### config.mk
export PLATFORM = sky130hd
export DESIGN_NAME = mcb_bridge
export DESIGN_NICKNAME = d
export VERILOG_FILES = /design/src/design/mcb_bridge.v /design/src/design/mcb_fifo.v /design/src/design/mcb_uart.v
export VERILOG_INCLUDE_DIRS = /design/src /design/src/design
export SDC_FILE = /design/constraint.sdc
export NUM_CORES = 2
export LEC_CHECK = 0
export BUFFER_PORTS_ARGS = -buffer_cell sky130_fd_sc_hd__buf_4
export CAP_MARGIN = 10
export CORE_UTILIZATION = 59
export CTS_BUF_LIST = sky130_fd_sc_hd__clkbuf_8
export DETAILED_ROUTE_END_ITERATION = 10
export HOLD_SLACK_MARGIN = 0.1
export PLACE_DENSITY = 0.78
export SYNTH_ARGS = -nofsm -noshare
export SYNTH_HDL_FRONTEND = slang
export SYNTH_HIERARCHICAL = 1
export SYNTH_MEMORY_MAX_BITS = 65536
export SYNTH_SLANG_ARGS = --single-unit
### constraint.sdc
create_clock -name clk -period 5.35 [get_ports clk]
set_clock_uncertainty 0.2 [all_clocks]
set_input_delay 0.535 -clock clk [delete_from_list [all_inputs] [get_ports clk]]
set_output_delay 0.535 -clock clk [all_outputs]
set_load 0.05 [all_outputs]
### src/design/mcb_map.vh
// Bridge constants: header fields, widths and timing counts.
// Assumes inclusion by the bridge modules; definitions only.
`ifndef MCB_MAP_VH
`define MCB_MAP_VH
// System clock frequency in Hz.
`define MCB_CLK_HZ 200000000
// Default serial bit rate in bits per second.
`define MCB_BAUD 115200
// Clock cycles per serial bit, rounded down.
`define MCB_BIT_CYC (`MCB_CLK_HZ / `MCB_BAUD)
// Bits in one serial character: start, eight data, stop.
`define MCB_CHAR_BITS 10
// End-of-frame silence in tenths of a character time.
`define MCB_GAP_TENTHS 35
// Silence count in cycles, rounded up.
`define MCB_GAP_CYC ((`MCB_BIT_CYC * `MCB_CHAR_BITS * `MCB_GAP_TENTHS + 9) / 10)
// Header bit that marks a segmented message.
`define MCB_HDR_SEG_BIT 7
// Segment type codes in header bits 6 to 5.
`define MCB_SEG_FIRST 2'h0
`define MCB_SEG_MIDDLE 2'h1
`define MCB_SEG_LAST 2'h2
// Header of a standalone message.
`define MCB_HDR_SINGLE 8'h00
// Content bytes per message in classic and FD mode.
`define MCB_MAX_CLASSIC 7'h07
`define MCB_MAX_FD 7'h3f
// Modbus CRC16 reflected polynomial and seed.
`define MCB_CRC_POLY 16'ha001
`define MCB_CRC_SEED 16'hffff
// Smallest valid serial frame: address, function code, two CRC bytes.
`define MCB_MIN_FRAME 4
`endif

### src/design/mcb_bridge.v
// Modbus RTU serial frames to and from segmented CAN / CAN FD byte streams.
// Assumes a CAN controller that moves messages as header-plus-payload byte streams.
// What this block does
// - Convert serial frame only after full valid reception.
// - Address byte goes into lowest identifier byte.
// - Upper identifier bytes are all zero.
// - Same identifier for every segment of frame.
// - Frame flags constant across one frame's messages.
// - Serial CRC bytes never reach CAN payload.
// - Header first, content from second payload byte.
// - Classic CAN: seven content bytes per message.
// - CAN FD: 63 bytes, segment only beyond.
// - Content fitting one message: header 0x00.
// - Longer content: first 0x80-style, last 0xC2-style.
// - Header is framing, never forwarded as content.
// - Reassemble segments, add CRC16, send serially.
// - Discard whole group breaking segmentation rules.
// - Header bit 7: standalone 0, segmented 1.
// - Bits 6-5: first 0, middle 1, last 2.
// - Low five bits count segments 0 to 31.
// - Serial: start, eight data, stop, no parity.
`timescale 1ns/1ps
`include "mcb_map.vh"
module mcb_bridge #(
  parameter BIT_CYC = `MCB_BIT_CYC,
  parameter GAP_CYC = `MCB_GAP_CYC,
  parameter FIFO_DEPTH = 32,
  parameter FIFO_AW = 5,
  parameter FRAME_MAX = 256,
  parameter FRAME_AW = 8
) (
  // Clock and reset.
  input wire clk,
  input wire sys_rst,
  // Serial pins.
  input wire ser_rx,
  output wire ser_tx,
  // Mode and frame flags for outgoing CAN messages.
  input wire fd_mode,
  input wire [7:0] frame_flags,
  // Outgoing message stream; start marks the header byte.
  output reg ctx_start,
  output reg [31:0] ctx_id,
  output reg [7:0] ctx_flags,
  output reg [6:0] ctx_len,
  output reg ctx_valid,
  output reg [7:0] ctx_data,
  output reg ctx_last,
  input wire ctx_ready,
  // Incoming message stream: header first, last on the final byte.
  input wire crx_valid,
  input wire [7:0] crx_data,
  input wire crx_last,
  input wire [7:0] crx_addr,
  output wire crx_ready,
  // Pulses on frames dropped.
  output reg ser_drop,
  output reg can_drop
);
  // One CRC16 step over a byte.
  function [15:0] crc_byte;
    input [15:0] crc;
    input [7:0] data;
    integer i;
    reg [15:0] c;
    begin
      c = crc ^ {8'h00, data};
      for (i = 0; i < 8; i = i + 1) begin
        c = c[0] ? ((c >> 1) ^ `MCB_CRC_POLY) : (c >> 1);
      end
      crc_byte = c;
    end
  endfunction
  // Character transceiver wiring.
  wire rx_stb;
  wire [7:0] rx_byte;
  wire rx_err;
  wire gap_stb;
  wire tx_ready;
  wire fifo_out_valid;
  wire [7:0] fifo_out_data;
  reg tx_pop;
  mcb_uart #(.BIT_CYC(BIT_CYC), .GAP_CYC(GAP_CYC)) u_uart (
    .clk(clk), .sys_rst(sys_rst), .ser_rx(ser_rx), .ser_tx(ser_tx),
    .rx_stb(rx_stb), .rx_byte(rx_byte), .rx_err(rx_err), .gap_stb(gap_stb),
    .tx_valid(fifo_out_valid), .tx_ready(tx_ready), .tx_byte(fifo_out_data)
  );
  // Serial receive frame store.
  reg [7:0] sbuf [0:FRAME_MAX-1];
  reg [FRAME_AW:0] slen_reg;
  reg [15:0] scrc_reg;
  reg sbad_reg;
  // Outgoing conversion state.
  localparam TS_IDLE = 2'h0;
  localparam TS_HDR = 2'h1;
  localparam TS_DATA = 2'h2;
  reg [1:0] ts_reg;
  reg [FRAME_AW:0] tpos_reg;
  reg [FRAME_AW:0] tend_reg;
  reg [6:0] tcnt_reg;
  reg [4:0] tseg_reg;
  reg tsegd_reg;
  wire [6:0] tmax;
  wire [FRAME_AW:0] trem;
  wire [6:0] tchunk;
  assign tmax = fd_mode ? `MCB_MAX_FD : `MCB_MAX_CLASSIC;
  assign trem = tend_reg - tpos_reg;
  assign tchunk = (trem > {{(FRAME_AW-6){1'b0}}, tmax}) ? tmax : trem[6:0];
  // Serial receive: a good frame's running CRC ends at zero.
  always @(posedge clk) begin
    if (rx_stb && ts_reg == TS_IDLE && slen_reg < FRAME_MAX) begin
      sbuf[slen_reg[FRAME_AW-1:0]] <= rx_byte;
    end
  end
  always @(posedge clk) begin
    if (sys_rst) begin
      slen_reg <= {(FRAME_AW+1){1'b0}};
      scrc_reg <= `MCB_CRC_SEED;
      sbad_reg <= 1'b0;
      ts_reg <= TS_IDLE;
      ctx_start <= 1'b0;
      ctx_id <= 32'h0;
      ctx_flags <= 8'h0;
      ctx_len <= 7'h0;
      ctx_valid <= 1'b0;
      ctx_data <= 8'h0;
      ctx_last <= 1'b0;
      ser_drop <= 1'b0;
    end else begin
      ctx_start <= 1'b0;
      ser_drop <= 1'b0;
      // Characters during conversion spoil the frame.
      if (rx_stb) begin
        if (ts_reg != TS_IDLE || slen_reg >= FRAME_MAX || rx_err) begin
          sbad_reg <= 1'b1;
        end else begin
          slen_reg <= slen_reg + 1'b1;
          scrc_reg <= crc_byte(scrc_reg, rx_byte);
        end
      end
      case (ts_reg)
        TS_IDLE: begin
          if (gap_stb) begin
            slen_reg <= {(FRAME_AW+1){1'b0}};
            scrc_reg <= `MCB_CRC_SEED;
            sbad_reg <= 1'b0;
            if (!sbad_reg && scrc_reg == 16'h0000 && slen_reg >= `MCB_MIN_FRAME) begin
              ts_reg <= TS_HDR;
              tpos_reg <= {{FRAME_AW{1'b0}}, 1'b1};
              tend_reg <= slen_reg - 2'd2;
              tseg_reg <= 5'h0;
              tsegd_reg <= ((slen_reg - 2'd3) > {{(FRAME_AW-6){1'b0}}, tmax});
              ctx_id <= {24'h000000, sbuf[0]};
              ctx_flags <= frame_flags;
            end else begin
              ser_drop <= 1'b1;
            end
          end
        end
        TS_HDR: begin
          // Present the header byte once the previous message has drained.
          if (!ctx_valid || ctx_ready) begin
            ctx_start <= 1'b1;
            ctx_len <= tchunk + 7'h1;
            ctx_valid <= 1'b1;
            ctx_last <= 1'b0;
            tcnt_reg <= tchunk;
            if (!tsegd_reg) begin
              ctx_data <= `MCB_HDR_SINGLE;
            end else begin
              ctx_data <= {1'b1, (tseg_reg == 5'h0) ? `MCB_SEG_FIRST :
                (trem <= {{(FRAME_AW-6){1'b0}}, tmax}) ? `MCB_SEG_LAST : `MCB_SEG_MIDDLE, tseg_reg};
            end
            ts_reg <= TS_DATA;
          end
        end
        TS_DATA: begin
          // Content bytes follow the header, function code first.
          if (ctx_ready) begin
            if (tcnt_reg == 7'h0) begin
              ctx_valid <= 1'b0;
              ctx_last <= 1'b0;
              tseg_reg <= tseg_reg + 5'h1;
              ts_reg <= (tpos_reg >= tend_reg) ? TS_IDLE : TS_HDR;
            end else begin
              ctx_data <= sbuf[tpos_reg[FRAME_AW-1:0]];
              ctx_last <= (tcnt_reg == 7'h1);
              tpos_reg <= tpos_reg + 1'b1;
              tcnt_reg <= tcnt_reg - 7'h1;
            end
          end
        end
        default: begin
          ts_reg <= TS_IDLE;
        end
      endcase
    end
  end
  // CAN receive: check segments, gather content, then send.
  localparam RS_IDLE = 2'h0;
  localparam RS_BODY = 2'h1;
  localparam RS_SEND = 2'h2;
  localparam RS_CRC = 2'h3;
  reg [1:0] rs_reg;
  reg [7:0] rbuf [0:FRAME_MAX-1];
  reg [FRAME_AW:0] rlen_reg;
  reg [FRAME_AW:0] rsent_reg;
  reg [4:0] rseg_reg;
  reg rgrp_reg;
  reg rdone_reg;
  reg rbad_reg;
  // Set while the rest of a refused message is skipped.
  reg rskip_reg;
  reg [15:0] rcrc_reg;
  reg rcrc_hi_reg;
  reg [7:0] fifo_in_data;
  reg fifo_in_valid;
  wire fifo_in_ready;
  wire hdr_ok;
  wire [1:0] htype;
  assign htype = crx_data[6:5];
  // Header legality against the running group.
  assign hdr_ok = !crx_data[`MCB_HDR_SEG_BIT] ? (crx_data == `MCB_HDR_SINGLE && !rgrp_reg) :
    (crx_data[4:0] == rseg_reg) && (rgrp_reg ? (htype == `MCB_SEG_MIDDLE || htype == `MCB_SEG_LAST) :
    (htype == `MCB_SEG_FIRST && crx_data[4:0] == 5'h0));
  assign crx_ready = (rs_reg == RS_IDLE) || (rs_reg == RS_BODY);
  always @(posedge clk) begin
    if (rs_reg == RS_BODY && crx_valid && rlen_reg < FRAME_MAX) begin
      rbuf[rlen_reg[FRAME_AW-1:0]] <= crx_data;
    end
  end
  always @(posedge clk) begin
    if (sys_rst) begin
      rs_reg <= RS_IDLE;
      rlen_reg <= {(FRAME_AW+1){1'b0}};
      rseg_reg <= 5'h0;
      rgrp_reg <= 1'b0;
      rbad_reg <= 1'b0;
      rskip_reg <= 1'b0;
      can_drop <= 1'b0;
    end else begin
      can_drop <= 1'b0;
      case (rs_reg)
        RS_IDLE: begin
          // Header byte: framing only, not stored.
          if (crx_valid && rskip_reg) begin
            // Body of a refused message goes with its header, one drop per message.
            rskip_reg <= !crx_last;
          end else if (crx_valid) begin
            if (!hdr_ok || crx_last) begin
              can_drop <= rgrp_reg || !hdr_ok;
              rskip_reg <= !crx_last;
              rgrp_reg <= 1'b0;
              rseg_reg <= 5'h0;
              rlen_reg <= {(FRAME_AW+1){1'b0}};
              rbad_reg <= 1'b0;
            end else begin
              rs_reg <= RS_BODY;
              rgrp_reg <= crx_data[`MCB_HDR_SEG_BIT];
              rdone_reg <= !crx_data[`MCB_HDR_SEG_BIT] || htype == `MCB_SEG_LAST;
              rseg_reg <= rseg_reg + 5'h1;
              // A later header adds no content, so the length stays.
              if (!rgrp_reg) begin
                rlen_reg <= {{FRAME_AW{1'b0}}, 1'b1};
                rbad_reg <= 1'b0;
              end
            end
          end
          // Address byte leads the rebuilt serial frame.
          if (!rgrp_reg) begin
            rcrc_reg <= crc_byte(`MCB_CRC_SEED, crx_addr);
          end
        end
        RS_BODY: begin
          // Content bytes; overflow poisons the group.
          if (crx_valid) begin
            if (rlen_reg >= FRAME_MAX - 2) begin
              rbad_reg <= 1'b1;
            end else begin
              rlen_reg <= rlen_reg + 1'b1;
              rcrc_reg <= crc_byte(rcrc_reg, crx_data);
            end
            if (crx_last) begin
              if (rdone_reg) begin
                rgrp_reg <= 1'b0;
                rseg_reg <= 5'h0;
                if (rbad_reg || rlen_reg >= FRAME_MAX - 2) begin
                  can_drop <= 1'b1;
                  rs_reg <= RS_IDLE;
                end else begin
                  rs_reg <= RS_SEND;
                  rsent_reg <= {(FRAME_AW+1){1'b0}};
                end
              end else begin
                rs_reg <= RS_IDLE;
              end
            end
          end
        end
        RS_SEND: begin
          // Push the frame, then the CRC.
          if (fifo_in_ready) begin
            rsent_reg <= rsent_reg + 1'b1;
            if (rsent_reg + 1'b1 == rlen_reg) begin
              rs_reg <= RS_CRC;
              rcrc_hi_reg <= 1'b0;
            end
          end
        end
        RS_CRC: begin
          if (fifo_in_ready) begin
            rcrc_hi_reg <= 1'b1;
            if (rcrc_hi_reg) begin
              rs_reg <= RS_IDLE;
              rlen_reg <= {(FRAME_AW+1){1'b0}};
            end
          end
        end
        default: begin
          rs_reg <= RS_IDLE;
        end
      endcase
    end
  end
  // FIFO feed: address, content, CRC low then high.
  always @* begin
    fifo_in_valid = (rs_reg == RS_SEND) || (rs_reg == RS_CRC);
    fifo_in_data = 8'h00;
    tx_pop = fifo_out_valid && tx_ready;
    if (rs_reg == RS_SEND) begin
      fifo_in_data = (rsent_reg == {(FRAME_AW+1){1'b0}}) ? crx_addr : rbuf[rsent_reg[FRAME_AW-1:0]];
    end else if (rs_reg == RS_CRC) begin
      fifo_in_data = rcrc_hi_reg ? rcrc_reg[15:8] : rcrc_reg[7:0];
    end
  end
  mcb_fifo #(.WIDTH(8), .DEPTH(FIFO_DEPTH), .AW(FIFO_AW)) u_fifo (
    .clk(clk), .sys_rst(sys_rst),
    .in_valid(fifo_in_valid), .in_ready(fifo_in_ready), .in_data(fifo_in_data),
    .out_valid(fifo_out_valid), .out_ready(tx_pop), .out_data(fifo_out_data)
  );
endmodule // mcb_bridge

### src/design/mcb_fifo.v
// Synchronous FIFO with valid/ready on both sides, parameterised width and depth.
// Assumes one clock and a synchronous active-high reset.
`timescale 1ns/1ps
module mcb_fifo #(
  parameter WIDTH = 8,
  parameter DEPTH = 32,
  parameter AW = 5
) (
  // Clock and reset.
  input wire clk,
  input wire sys_rst,
  // Filling side.
  input wire in_valid,
  output wire in_ready,
  input wire [WIDTH-1:0] in_data,
  // Draining side.
  output wire out_valid,
  input wire out_ready,
  output wire [WIDTH-1:0] out_data
);
  // Storage array.
  reg [WIDTH-1:0] mem [0:DEPTH-1];
  // Pointers carry one extra wrap bit.
  reg [AW:0] wr_ptr_reg;
  reg [AW:0] rd_ptr_reg;
  wire full, empty;
  assign empty = (wr_ptr_reg == rd_ptr_reg);
  assign full = (wr_ptr_reg[AW-1:0] == rd_ptr_reg[AW-1:0]) && (wr_ptr_reg[AW] != rd_ptr_reg[AW]);
  assign in_ready = ~full;
  assign out_valid = ~empty;
  assign out_data = mem[rd_ptr_reg[AW-1:0]];
  // Store a word when offered and not full.
  always @(posedge clk) begin
    if (in_valid && !full) begin
      mem[wr_ptr_reg[AW-1:0]] <= in_data;
    end
  end
  // Advance pointers on each accepted word.
  always @(posedge clk) begin
    if (sys_rst) begin
      wr_ptr_reg <= {(AW+1){1'b0}};
      rd_ptr_reg <= {(AW+1){1'b0}};
    end else begin
      if (in_valid && !full) begin
        wr_ptr_reg <= wr_ptr_reg + 1'b1;
      end
      if (out_ready && !empty) begin
        rd_ptr_reg <= rd_ptr_reg + 1'b1;
      end
    end
  end
endmodule // mcb_fifo

### src/design/mcb_uart.v
// Serial character transceiver: one start bit, eight data bits, one stop bit, no parity.
// Assumes an asynchronous receive pin, synchronised here; also reports line silence.
`timescale 1ns/1ps
`include "mcb_map.vh"
module mcb_uart #(
  parameter BIT_CYC = `MCB_BIT_CYC,
  parameter GAP_CYC = `MCB_GAP_CYC
) (
  // Clock and reset.
  input wire clk,
  input wire sys_rst,
  // Serial pins.
  input wire ser_rx,
  output reg ser_tx,
  // Received character, one-cycle pulse.
  output reg rx_stb,
  output reg [7:0] rx_byte,
  output reg rx_err,
  // One-cycle pulse after the end-of-frame silence.
  output reg gap_stb,
  // Transmit character handshake.
  input wire tx_valid,
  output wire tx_ready,
  input wire [7:0] tx_byte
);
  // Two-stage synchroniser for the receive pin.
  reg rx_s1_reg;
  reg rx_s2_reg;
  // Receiver state.
  reg rx_busy_reg;
  reg [31:0] rx_cnt_reg;
  reg [3:0] rx_bit_reg;
  reg [8:0] rx_sh_reg;
  reg [31:0] gap_cnt_reg;
  reg gap_arm_reg;
  // Transmitter state.
  reg tx_busy_reg;
  reg [31:0] tx_cnt_reg;
  reg [3:0] tx_bit_reg;
  reg [9:0] tx_sh_reg;
  assign tx_ready = ~tx_busy_reg;
  // Synchronise the receive pin.
  always @(posedge clk) begin
    if (sys_rst) begin
      rx_s1_reg <= 1'b1;
      rx_s2_reg <= 1'b1;
    end else begin
      rx_s1_reg <= ser_rx;
      rx_s2_reg <= rx_s1_reg;
    end
  end
  // Receive: sample mid-bit, check stop, then time the silence.
  always @(posedge clk) begin
    if (sys_rst) begin
      rx_busy_reg <= 1'b0;
      rx_stb <= 1'b0;
      rx_byte <= 8'h0;
      rx_err <= 1'b0;
      gap_cnt_reg <= 32'h0;
      gap_arm_reg <= 1'b0;
      gap_stb <= 1'b0;
    end else begin
      rx_stb <= 1'b0;
      gap_stb <= 1'b0;
      if (!rx_busy_reg) begin
        if (!rx_s2_reg) begin
          // Start bit seen; sample it again at half a bit.
          rx_busy_reg <= 1'b1;
          rx_cnt_reg <= BIT_CYC / 2;
          rx_bit_reg <= 4'h0;
          gap_cnt_reg <= 32'h0;
        end else if (gap_arm_reg) begin
          // Idle line after a character: count toward the frame gap.
          if (gap_cnt_reg >= GAP_CYC - 1) begin
            gap_stb <= 1'b1;
            gap_arm_reg <= 1'b0;
          end else begin
            gap_cnt_reg <= gap_cnt_reg + 32'h1;
          end
        end
      end else if (rx_cnt_reg != 32'h0) begin
        rx_cnt_reg <= rx_cnt_reg - 32'h1;
      end else begin
        rx_cnt_reg <= BIT_CYC - 1;
        rx_sh_reg <= {rx_s2_reg, rx_sh_reg[8:1]};
        rx_bit_reg <= rx_bit_reg + 4'h1;
        if (rx_bit_reg == 4'h0 && rx_s2_reg) begin
          // Glitch instead of a start bit.
          rx_busy_reg <= 1'b0;
        end else if (rx_bit_reg == 4'h9) begin
          // Stop bit sampled; character complete.
          rx_busy_reg <= 1'b0;
          rx_stb <= 1'b1;
          rx_byte <= rx_sh_reg[8:1];
          rx_err <= ~rx_s2_reg;
          gap_arm_reg <= 1'b1;
          gap_cnt_reg <= 32'h0;
        end
      end
    end
  end
  // Transmit: shift start, eight data bits LSB first, stop.
  always @(posedge clk) begin
    if (sys_rst) begin
      tx_busy_reg <= 1'b0;
      ser_tx <= 1'b1;
    end else if (!tx_busy_reg) begin
      ser_tx <= 1'b1;
      if (tx_valid) begin
        tx_busy_reg <= 1'b1;
        tx_sh_reg <= {1'b1, tx_byte, 1'b0};
        tx_cnt_reg <= BIT_CYC - 1;
        tx_bit_reg <= 4'h0;
        ser_tx <= 1'b0;
      end
    end else if (tx_cnt_reg != 32'h0) begin
      tx_cnt_reg <= tx_cnt_reg - 32'h1;
    end else if (tx_bit_reg == 4'h9) begin
      tx_busy_reg <= 1'b0;
      ser_tx <= 1'b1;
    end else begin
      tx_cnt_reg <= BIT_CYC - 1;
      tx_bit_reg <= tx_bit_reg + 4'h1;
      tx_sh_reg <= {1'b1, tx_sh_reg[9:1]};
      ser_tx <= tx_sh_reg[1];
    end
  end
endmodule // mcb_uart

-- Word level (Yosys, flattened, before mapping)
Memory sizes are Yosys's and may differ from the RTL's. A register that Yosys moved wholly into a read port is not among the register bits.
Index checks and enable logic that the tools add are counted.
- word-level logic and storage cells: 455
- bits in writable memories: 4352
- flip-flop bits (word level): 285
- input bits: 31
- memories kept: 3
- bitwise logic cells: 40
- reductions and logical operators: 86
- mux-type cells: 206
- $add $sub $neg: 18
- equal/unequal tests: 46
- magnitude comparators: 10
- memory list (memory ; words ; bits a word ; rd ports ; clocked after memory_dff ; wr ports ; RTL line ; text):
    rbuf ; 256 ; 8 ; 1 ; 1 ; 1 ; mcb_bridge.v:205 ; reg [7:0] rbuf [0:FRAME_MAX-1];
    sbuf ; 256 ; 8 ; 2 ; 2 ; 1 ; mcb_bridge.v:89 ; reg [7:0] sbuf [0:FRAME_MAX-1];
    u_fifo.mem ; 32 ; 8 ; 1 ; 1 ; 1 ; mcb_fifo.v:22 ; reg [WIDTH-1:0] mem [0:DEPTH-1];
- operators by type and width (operator ; number):
    2-to-1 mux 16 bit ; 31
    2-to-1 mux 32 bit ; 14
    2-to-1 mux 9 bit ; 21
    2-to-1 mux 8 bit ; 10
    NOT 2 -> 3 bit ; 24
    2-to-1 mux 1 bit ; 68
    nonzero test 32 bit ; 2
    subtractor 32 x 1 -> 32 bit (second input constant) ; 2
    2-to-1 mux 5 bit ; 12
    != test 2 bit (second input constant) ; 24
    2-to-1 mux 10 bit ; 4
    adder 9 x 1 -> 9 bit (second input constant) ; 4
    2-to-1 mux 2 bit ; 18
    one-hot mux 9 bit (2 select lines) ; 2
    adder 32 x 1 -> 32 bit (second input constant) ; 1
    greater-or-equal comparator 32 x 16 -> 1 bit (second input constant) ; 1
    one-hot mux 16 bit (2 select lines) ; 1
    bitwise XOR 16 x 8 -> 16 bit ; 2
    AND reduction 5 bit ; 6
    2-to-1 mux 4 bit ; 7
    2-to-1 mux 7 bit ; 4
    one-hot mux 9 bit (3 select lines) ; 1
    AND reduction 4 bit ; 6
    AND reduction 6 bit ; 4
    54 further kinds ; 137

-- Longest topological paths before layout
- word-level depth: 21
- mapped depth: 20
- gate-level depth less buffers: 19

-- Cells and area by module
The synthesis kept the hierarchy.
- by module, submodules not included (module ; times used ; area an instance (um^2) ; cells an instance):
    mcb_bridge ; 1 ; 168406.5 ; 8167
    mcb_fifo ; 1 ; 10680.2 ; 493
    mcb_uart ; 1 ; 6382.4 ; 607

-- Least setup slack after synthesis
No wires, ideal clock.
- kind: flip-flop to flip-flop
- start point: register u_uart.rx_byte[6]
- end point: register scrc_reg[0]
- path buffers: 0
- slack: -0.268 ns
- arrival: 5.359 ns
- required time: 5.091 ns
- stages on the path, launching flop included: 8
- cell sequence: dfxtp_1 xnor2_1 xnor3_1 xnor3_1 xnor2_1 xnor2_1 nand2_1 nand2_1
- word-level cells in the longest chain between the ends: 14
- RTL lines (item ; RTL line ; text):
    start: declaration ; mcb_uart.v:17 ; output reg [7:0] rx_byte,
    start signal: assignment ; mcb_uart.v:94 ; rx_byte <= rx_sh_reg[8:1];
    bitwise XOR 16 x 8 -> 16 bit (*) ; mcb_bridge.v:67 ; c = crc ^ {8'h00, data};
    2-to-1 mux 16 bit (*) (5 in a row) ; mcb_bridge.v:69 ; c = c[0] ? ((c >> 1) ^ `MCB_CRC_POLY) : (c >> 1);
    NOT 2 -> 3 bit (no line) ; -- ;
    2-to-1 mux 16 bit (*) (3 in a row) ; mcb_bridge.v:69 ;
    2-to-1 mux 16 bit (*) ; mcb_bridge.v:134 ; if (ts_reg != TS_IDLE || slen_reg >= FRAME_MAX || rx_err) begin
    2-to-1 mux 16 bit (*) ; mcb_bridge.v:133 ; if (rx_stb) begin
    2-to-1 mux 16 bit ; mcb_bridge.v:143 ; if (gap_stb) begin
    2-to-1 mux 16 bit (*) ; mcb_bridge.v:141 ; case (ts_reg)
    end signal: assignment ; mcb_bridge.v:118 ; scrc_reg <= `MCB_CRC_SEED;
    end signal: assignment ; mcb_bridge.v:138 ; scrc_reg <= crc_byte(scrc_reg, rx_byte);
    end signal: assignment ; mcb_bridge.v:145 ; scrc_reg <= `MCB_CRC_SEED;
    end: declaration ; mcb_bridge.v:91 ; reg [15:0] scrc_reg;
Mark *: on every way between the ends. The rest lies on a longest branch, timed or not.
A chain may end at the register's enable or synchronous reset.

==> summary.txt <==
Run status
  – Status: completed

Layout
  – Non-filler cells, final: 14567
  – Filler Cell Count: 19355
  – Ratio of cells with drive above 1 in the final layout: 24.39%
  – Area of the multi-input gates: 43920 sq um
  – Final net count: 9928
  – Synthesis-to-finish area growth: 10.17%
  – Storage element area: 138400 sq um

STA
  – Setup slack after layout: 269.0 ps
  – Tcrit/Tclk final: 94.97%
  – Final hold vios: 0
  – Worst Hold Slack: 186.0 ps
  – Tmin final: 5081 ps
  – Fmax: 196.8 MHz
  – Rel. slew slack: 4.511%
  – Worst-Margin Slew: 1417 ps
  – Final slew viol count: 0
  – TNS Setup: 0 ps
  – Setup violators final: 0
  – Unrepaired setup endpoints after global routing: false

Clock network
  – Max H-tree Level: 6
  – Clock-pin slew on the worst setup and hold paths: 70 ps
  – Clock Sinks: 4663
  – Clock Tree Root: clkbuf_8
  – Skew-Pair Late Insertion Delay: 1210 ps
  – CTS Buf Count: 696
  – Longest Clk Path Bufs: 4
  – TritonCTS clock tree: built

Routing
  – Vias: 97311
  – DR pass1 iterations: 8
  – Drc violations: 0
  – Violation count after the first detailed-route iteration: 14321
  – Total Wirelength: 451900 microns
  – Routed length per instance: 31.02 microns
  – Antenna-violating nets left: 0
  – Routed vias/inst: 6.680

Synthesis
  – Top post-synthesis cells by area: edfxtp_1 73%, mux4_2 15%, dfxtp_1 1.8%
  – Netlist cell types: 94
  – Ys Warns: 6
  – Largest area contributor in the netlist: edfxtp_1
  – Mapped cell area: 185500 sq um
  – Synthesis-stage register bit count: 4663
  – Async set or reset register ratio after synthesis: 0%
  – Syn Inst Count: 9267
  – Area share of the largest cell type after synthesis: 72.83%
  – Post-synth EDFFs: 4498
  – Register area share after synthesis: 74.61%
  – Main flop type after synthesis: edfxtp_1
  – Syn_area_per_cell: 20.01 sq um

Power and ir drop
  – Static Leak: 65.65 nW
  – Pwr Density: 329.0 nW/um^2
  – Worst VDD drop: 0.0002573 V

Min path
  – Worst min path class: in -> reg
  – WHS Endpoint: rbuf[211][4]
  – Hold Path Depth: 2
  – Hold Path Origin: crx_data[4]

Setup path
  – Max stage delay cell, worst path: nor4_1
  – CP Cell Sequence: buf_4 > buf_4 > mux4_2 > nor2_1 > or3_1 > a22oi_1 > nor2_1 > nor4_1 > o211a_1 > buf_4
  – R2r setup slk: 270 ps
  – Worst Path Buf+Inv: 3
  – FF-to-FF path depth: 10
  – Most used cell, CP: buf_4
  – Crit end category: register
  – Crit path arrival time: 5840 ps
  – CP Data Required Time: 6110 ps
  – Crit path max-delay family: simple AND/OR/NAND/NOR gates
  – Worst Setup Path Type: reg -> reg
  – Critical path peak fanout: 32
  – Max stage delay on crit path: 980 ps
  – Worst r2r dst: u_fifo/mem[28][6]
  – Crit path launch type: register

Floorplan
  – Die area: 316600 sq um
  – Initial core utilization: 59.37%
  – Die Height: 562.7 microns
  – # IOs: 93
  – Row Count: 205
  – Core footprint: 312400 sq um
  – Die Width: 562.7 microns

Placement
  – Dpl cells: 13218
  – Post-DP HPWL: 277800 microns
  – Port Buffers: 68
  – Pre-CTS WS: 560.7 ps
  – RePlAce Congestion: 0.9253

Global routing
  – First-pass GRT wire length: 655400 microns
  – Vias in the first global route: 97244
  – Grt ovf: 0
  – Largest net degree at the start of global routing: 223
  – Gr usage total: 28.46%
  – Initial antenna violation count: 21

Flow run
  – Max cap viols: 0
-- per-stage QoR --
stage	utilization, %	power, mW	area [sq um]
floorplan	-	40.83	185600
global placement	61.11	41.16	190900
detailed placement	61.11	41.21	190900
CTS	65.38	67.36	204300
global route	65.40	68.91	204300
finish	65.41	67.22	204300
-- worst reg2reg max path, stage by stage (launching register included) --
cell and delay, ps:
dfxtp_4 760, buf_4 550, buf_4 380, mux4_2 320, nor2_1 50, or3_1 320, a22oi_1 550, nor2_1 110
nor4_1 980, o211a_1 240, buf_4 330
-- cell families (layout without fill, tap and decap cells) --
kind of cell / Yosys count / after routing / share of synthesized area, %
compound gates: 583 / 583 / 2.090
xor+xnor: 183 / 183 / 0.8790
fa+ha+maj: 52 / 52 / 0.3548
buf+inv: 610 / 1733 / 1.836
flops: 4663 / 4663 / 74.61
mux: 1489 / 1489 / 16.14
other cells: 1 / 38 / 0.002022
simple gates: 1686 / 1686 / 4.095
-- worst max-delay path by stage --
| stage | depth (start not counted) | from | slack, ps | to |
|---|---|---|---|---|
| 6_report | 10 | register | 270 | u_fifo/mem[28][6] |
| 5_1_grt | 20 | tpos_reg[0] | 10 | ctx_len[4] |
| 4_1_cts | 20 | tpos_reg[0] | 350 | ctx_len[4] |
| 3_5_place_dp | 10 | register | 560 | u_fifo/mem[3][6] |
| 3_3_place_gp | 7 | register | 610 | u_fifo/mem[20][1] |
| 2_1_floorplan | 5 | u_uart/rx_byte[7] | 490 | scrc_reg[0] |
-- what timing repair did --
| item | CTS | global route |
|---|---|---|
| endpoints found under the setup margin | 0 | 1 |
| hold endpoints to repair | 1272 | 0 |
| buffers inserted | 0 | 1 |
| resized for setup | 0 | 1 |
| hold buffers | 66 | 0 |
-- area by class of cell --
class | instances | share of cell area [%]
multi-input combinational | 4017 | 21.50
inverter | 65 | 0.1206
tap | 4140 | 2.535
antenna | 14 | 0.01714
clock buffer | 720 | 4.850
clock inverter | 546 | 1.348
sequential | 4663 | 67.75
timing repair buffer | 402 | 1.882
-- cell usage in the layout (no fill, tap or decap), types with 50 or more instances in the layout --
master         netlist  final
clkinv_1             1    190
mux4_2            1195   1195
nand2_1            316    304
o21ai_0             87     86
clkinv_2             0     77
inv_1               61    281
a21oi_1            137    135
xor2_1              72     72
ha_1                51     51
nand3_1            136    132
xnor2_1            109    109
dlygate4sd3_1        0     66
mux2_2              57     57
nor3_1              84     82
dfxtp_1            165    144
mux2i_1            237    237
edfxtp_1          4498   4498
a211oi_1            50     50
o22ai_1             60     60
clkbuf_8             0    728
nor2_1             815    813
buf_4               85    279
-- metal layers --
| layer | up-vias | part of all wire, % | routed length, microns | GRT usage [%] |
|---|---|---|---|---|
| met2 | 6987 | 47 | 210500 | 43.42 |
| met1 | 50076 | 37 | 165400 | 39.74 |
| li1 | 39168 | - | - | - |
| met3 | 1062 | 13 | 59160 | 8.310 |
| met5 | - | 0.045 | 205 | 0.2861 |
| met4 | 18 | 3.7 | 16600 | 9.815 |
-- cell usage after synthesis, types with 27 or more instances --
| master | instances |
|---|---|
| dfxtp_1 | 165 |
| nand2_1 | 316 |
| buf_2 | 130 |
| or3_1 | 31 |
| o211ai_1 | 40 |
| xor2_1 | 72 |
| xnor2_1 | 109 |
| nor2b_1 | 51 |
| buf_1 | 39 |
| nand3_1 | 136 |
| a211oi_1 | 50 |
| clkbuf_1 | 214 |
| nand2b_1 | 27 |
| mux2i_1 | 237 |
| and2_1 | 31 |
| o22ai_1 | 60 |
| o21ai_0 | 87 |
| nor2_1 | 815 |
| mux2_2 | 57 |
| a21oi_1 | 137 |
| mux4_2 | 1195 |
| edfxtp_1 | 4498 |
| nor4_1 | 42 |
| buf_4 | 85 |
| inv_1 | 61 |
| buf_6 | 66 |
| nor3_1 | 84 |
| a31oi_1 | 32 |
| nand4_1 | 48 |
| ha_1 | 51 |
-- power by group --
part	switching [mW]	total, mW	internal (mW)
registers	0.0463	39.8	39.7
clock network	13.6	26.7	13.1
logic	0.543	0.711	0.169
(Power assumes the default switching activity.)
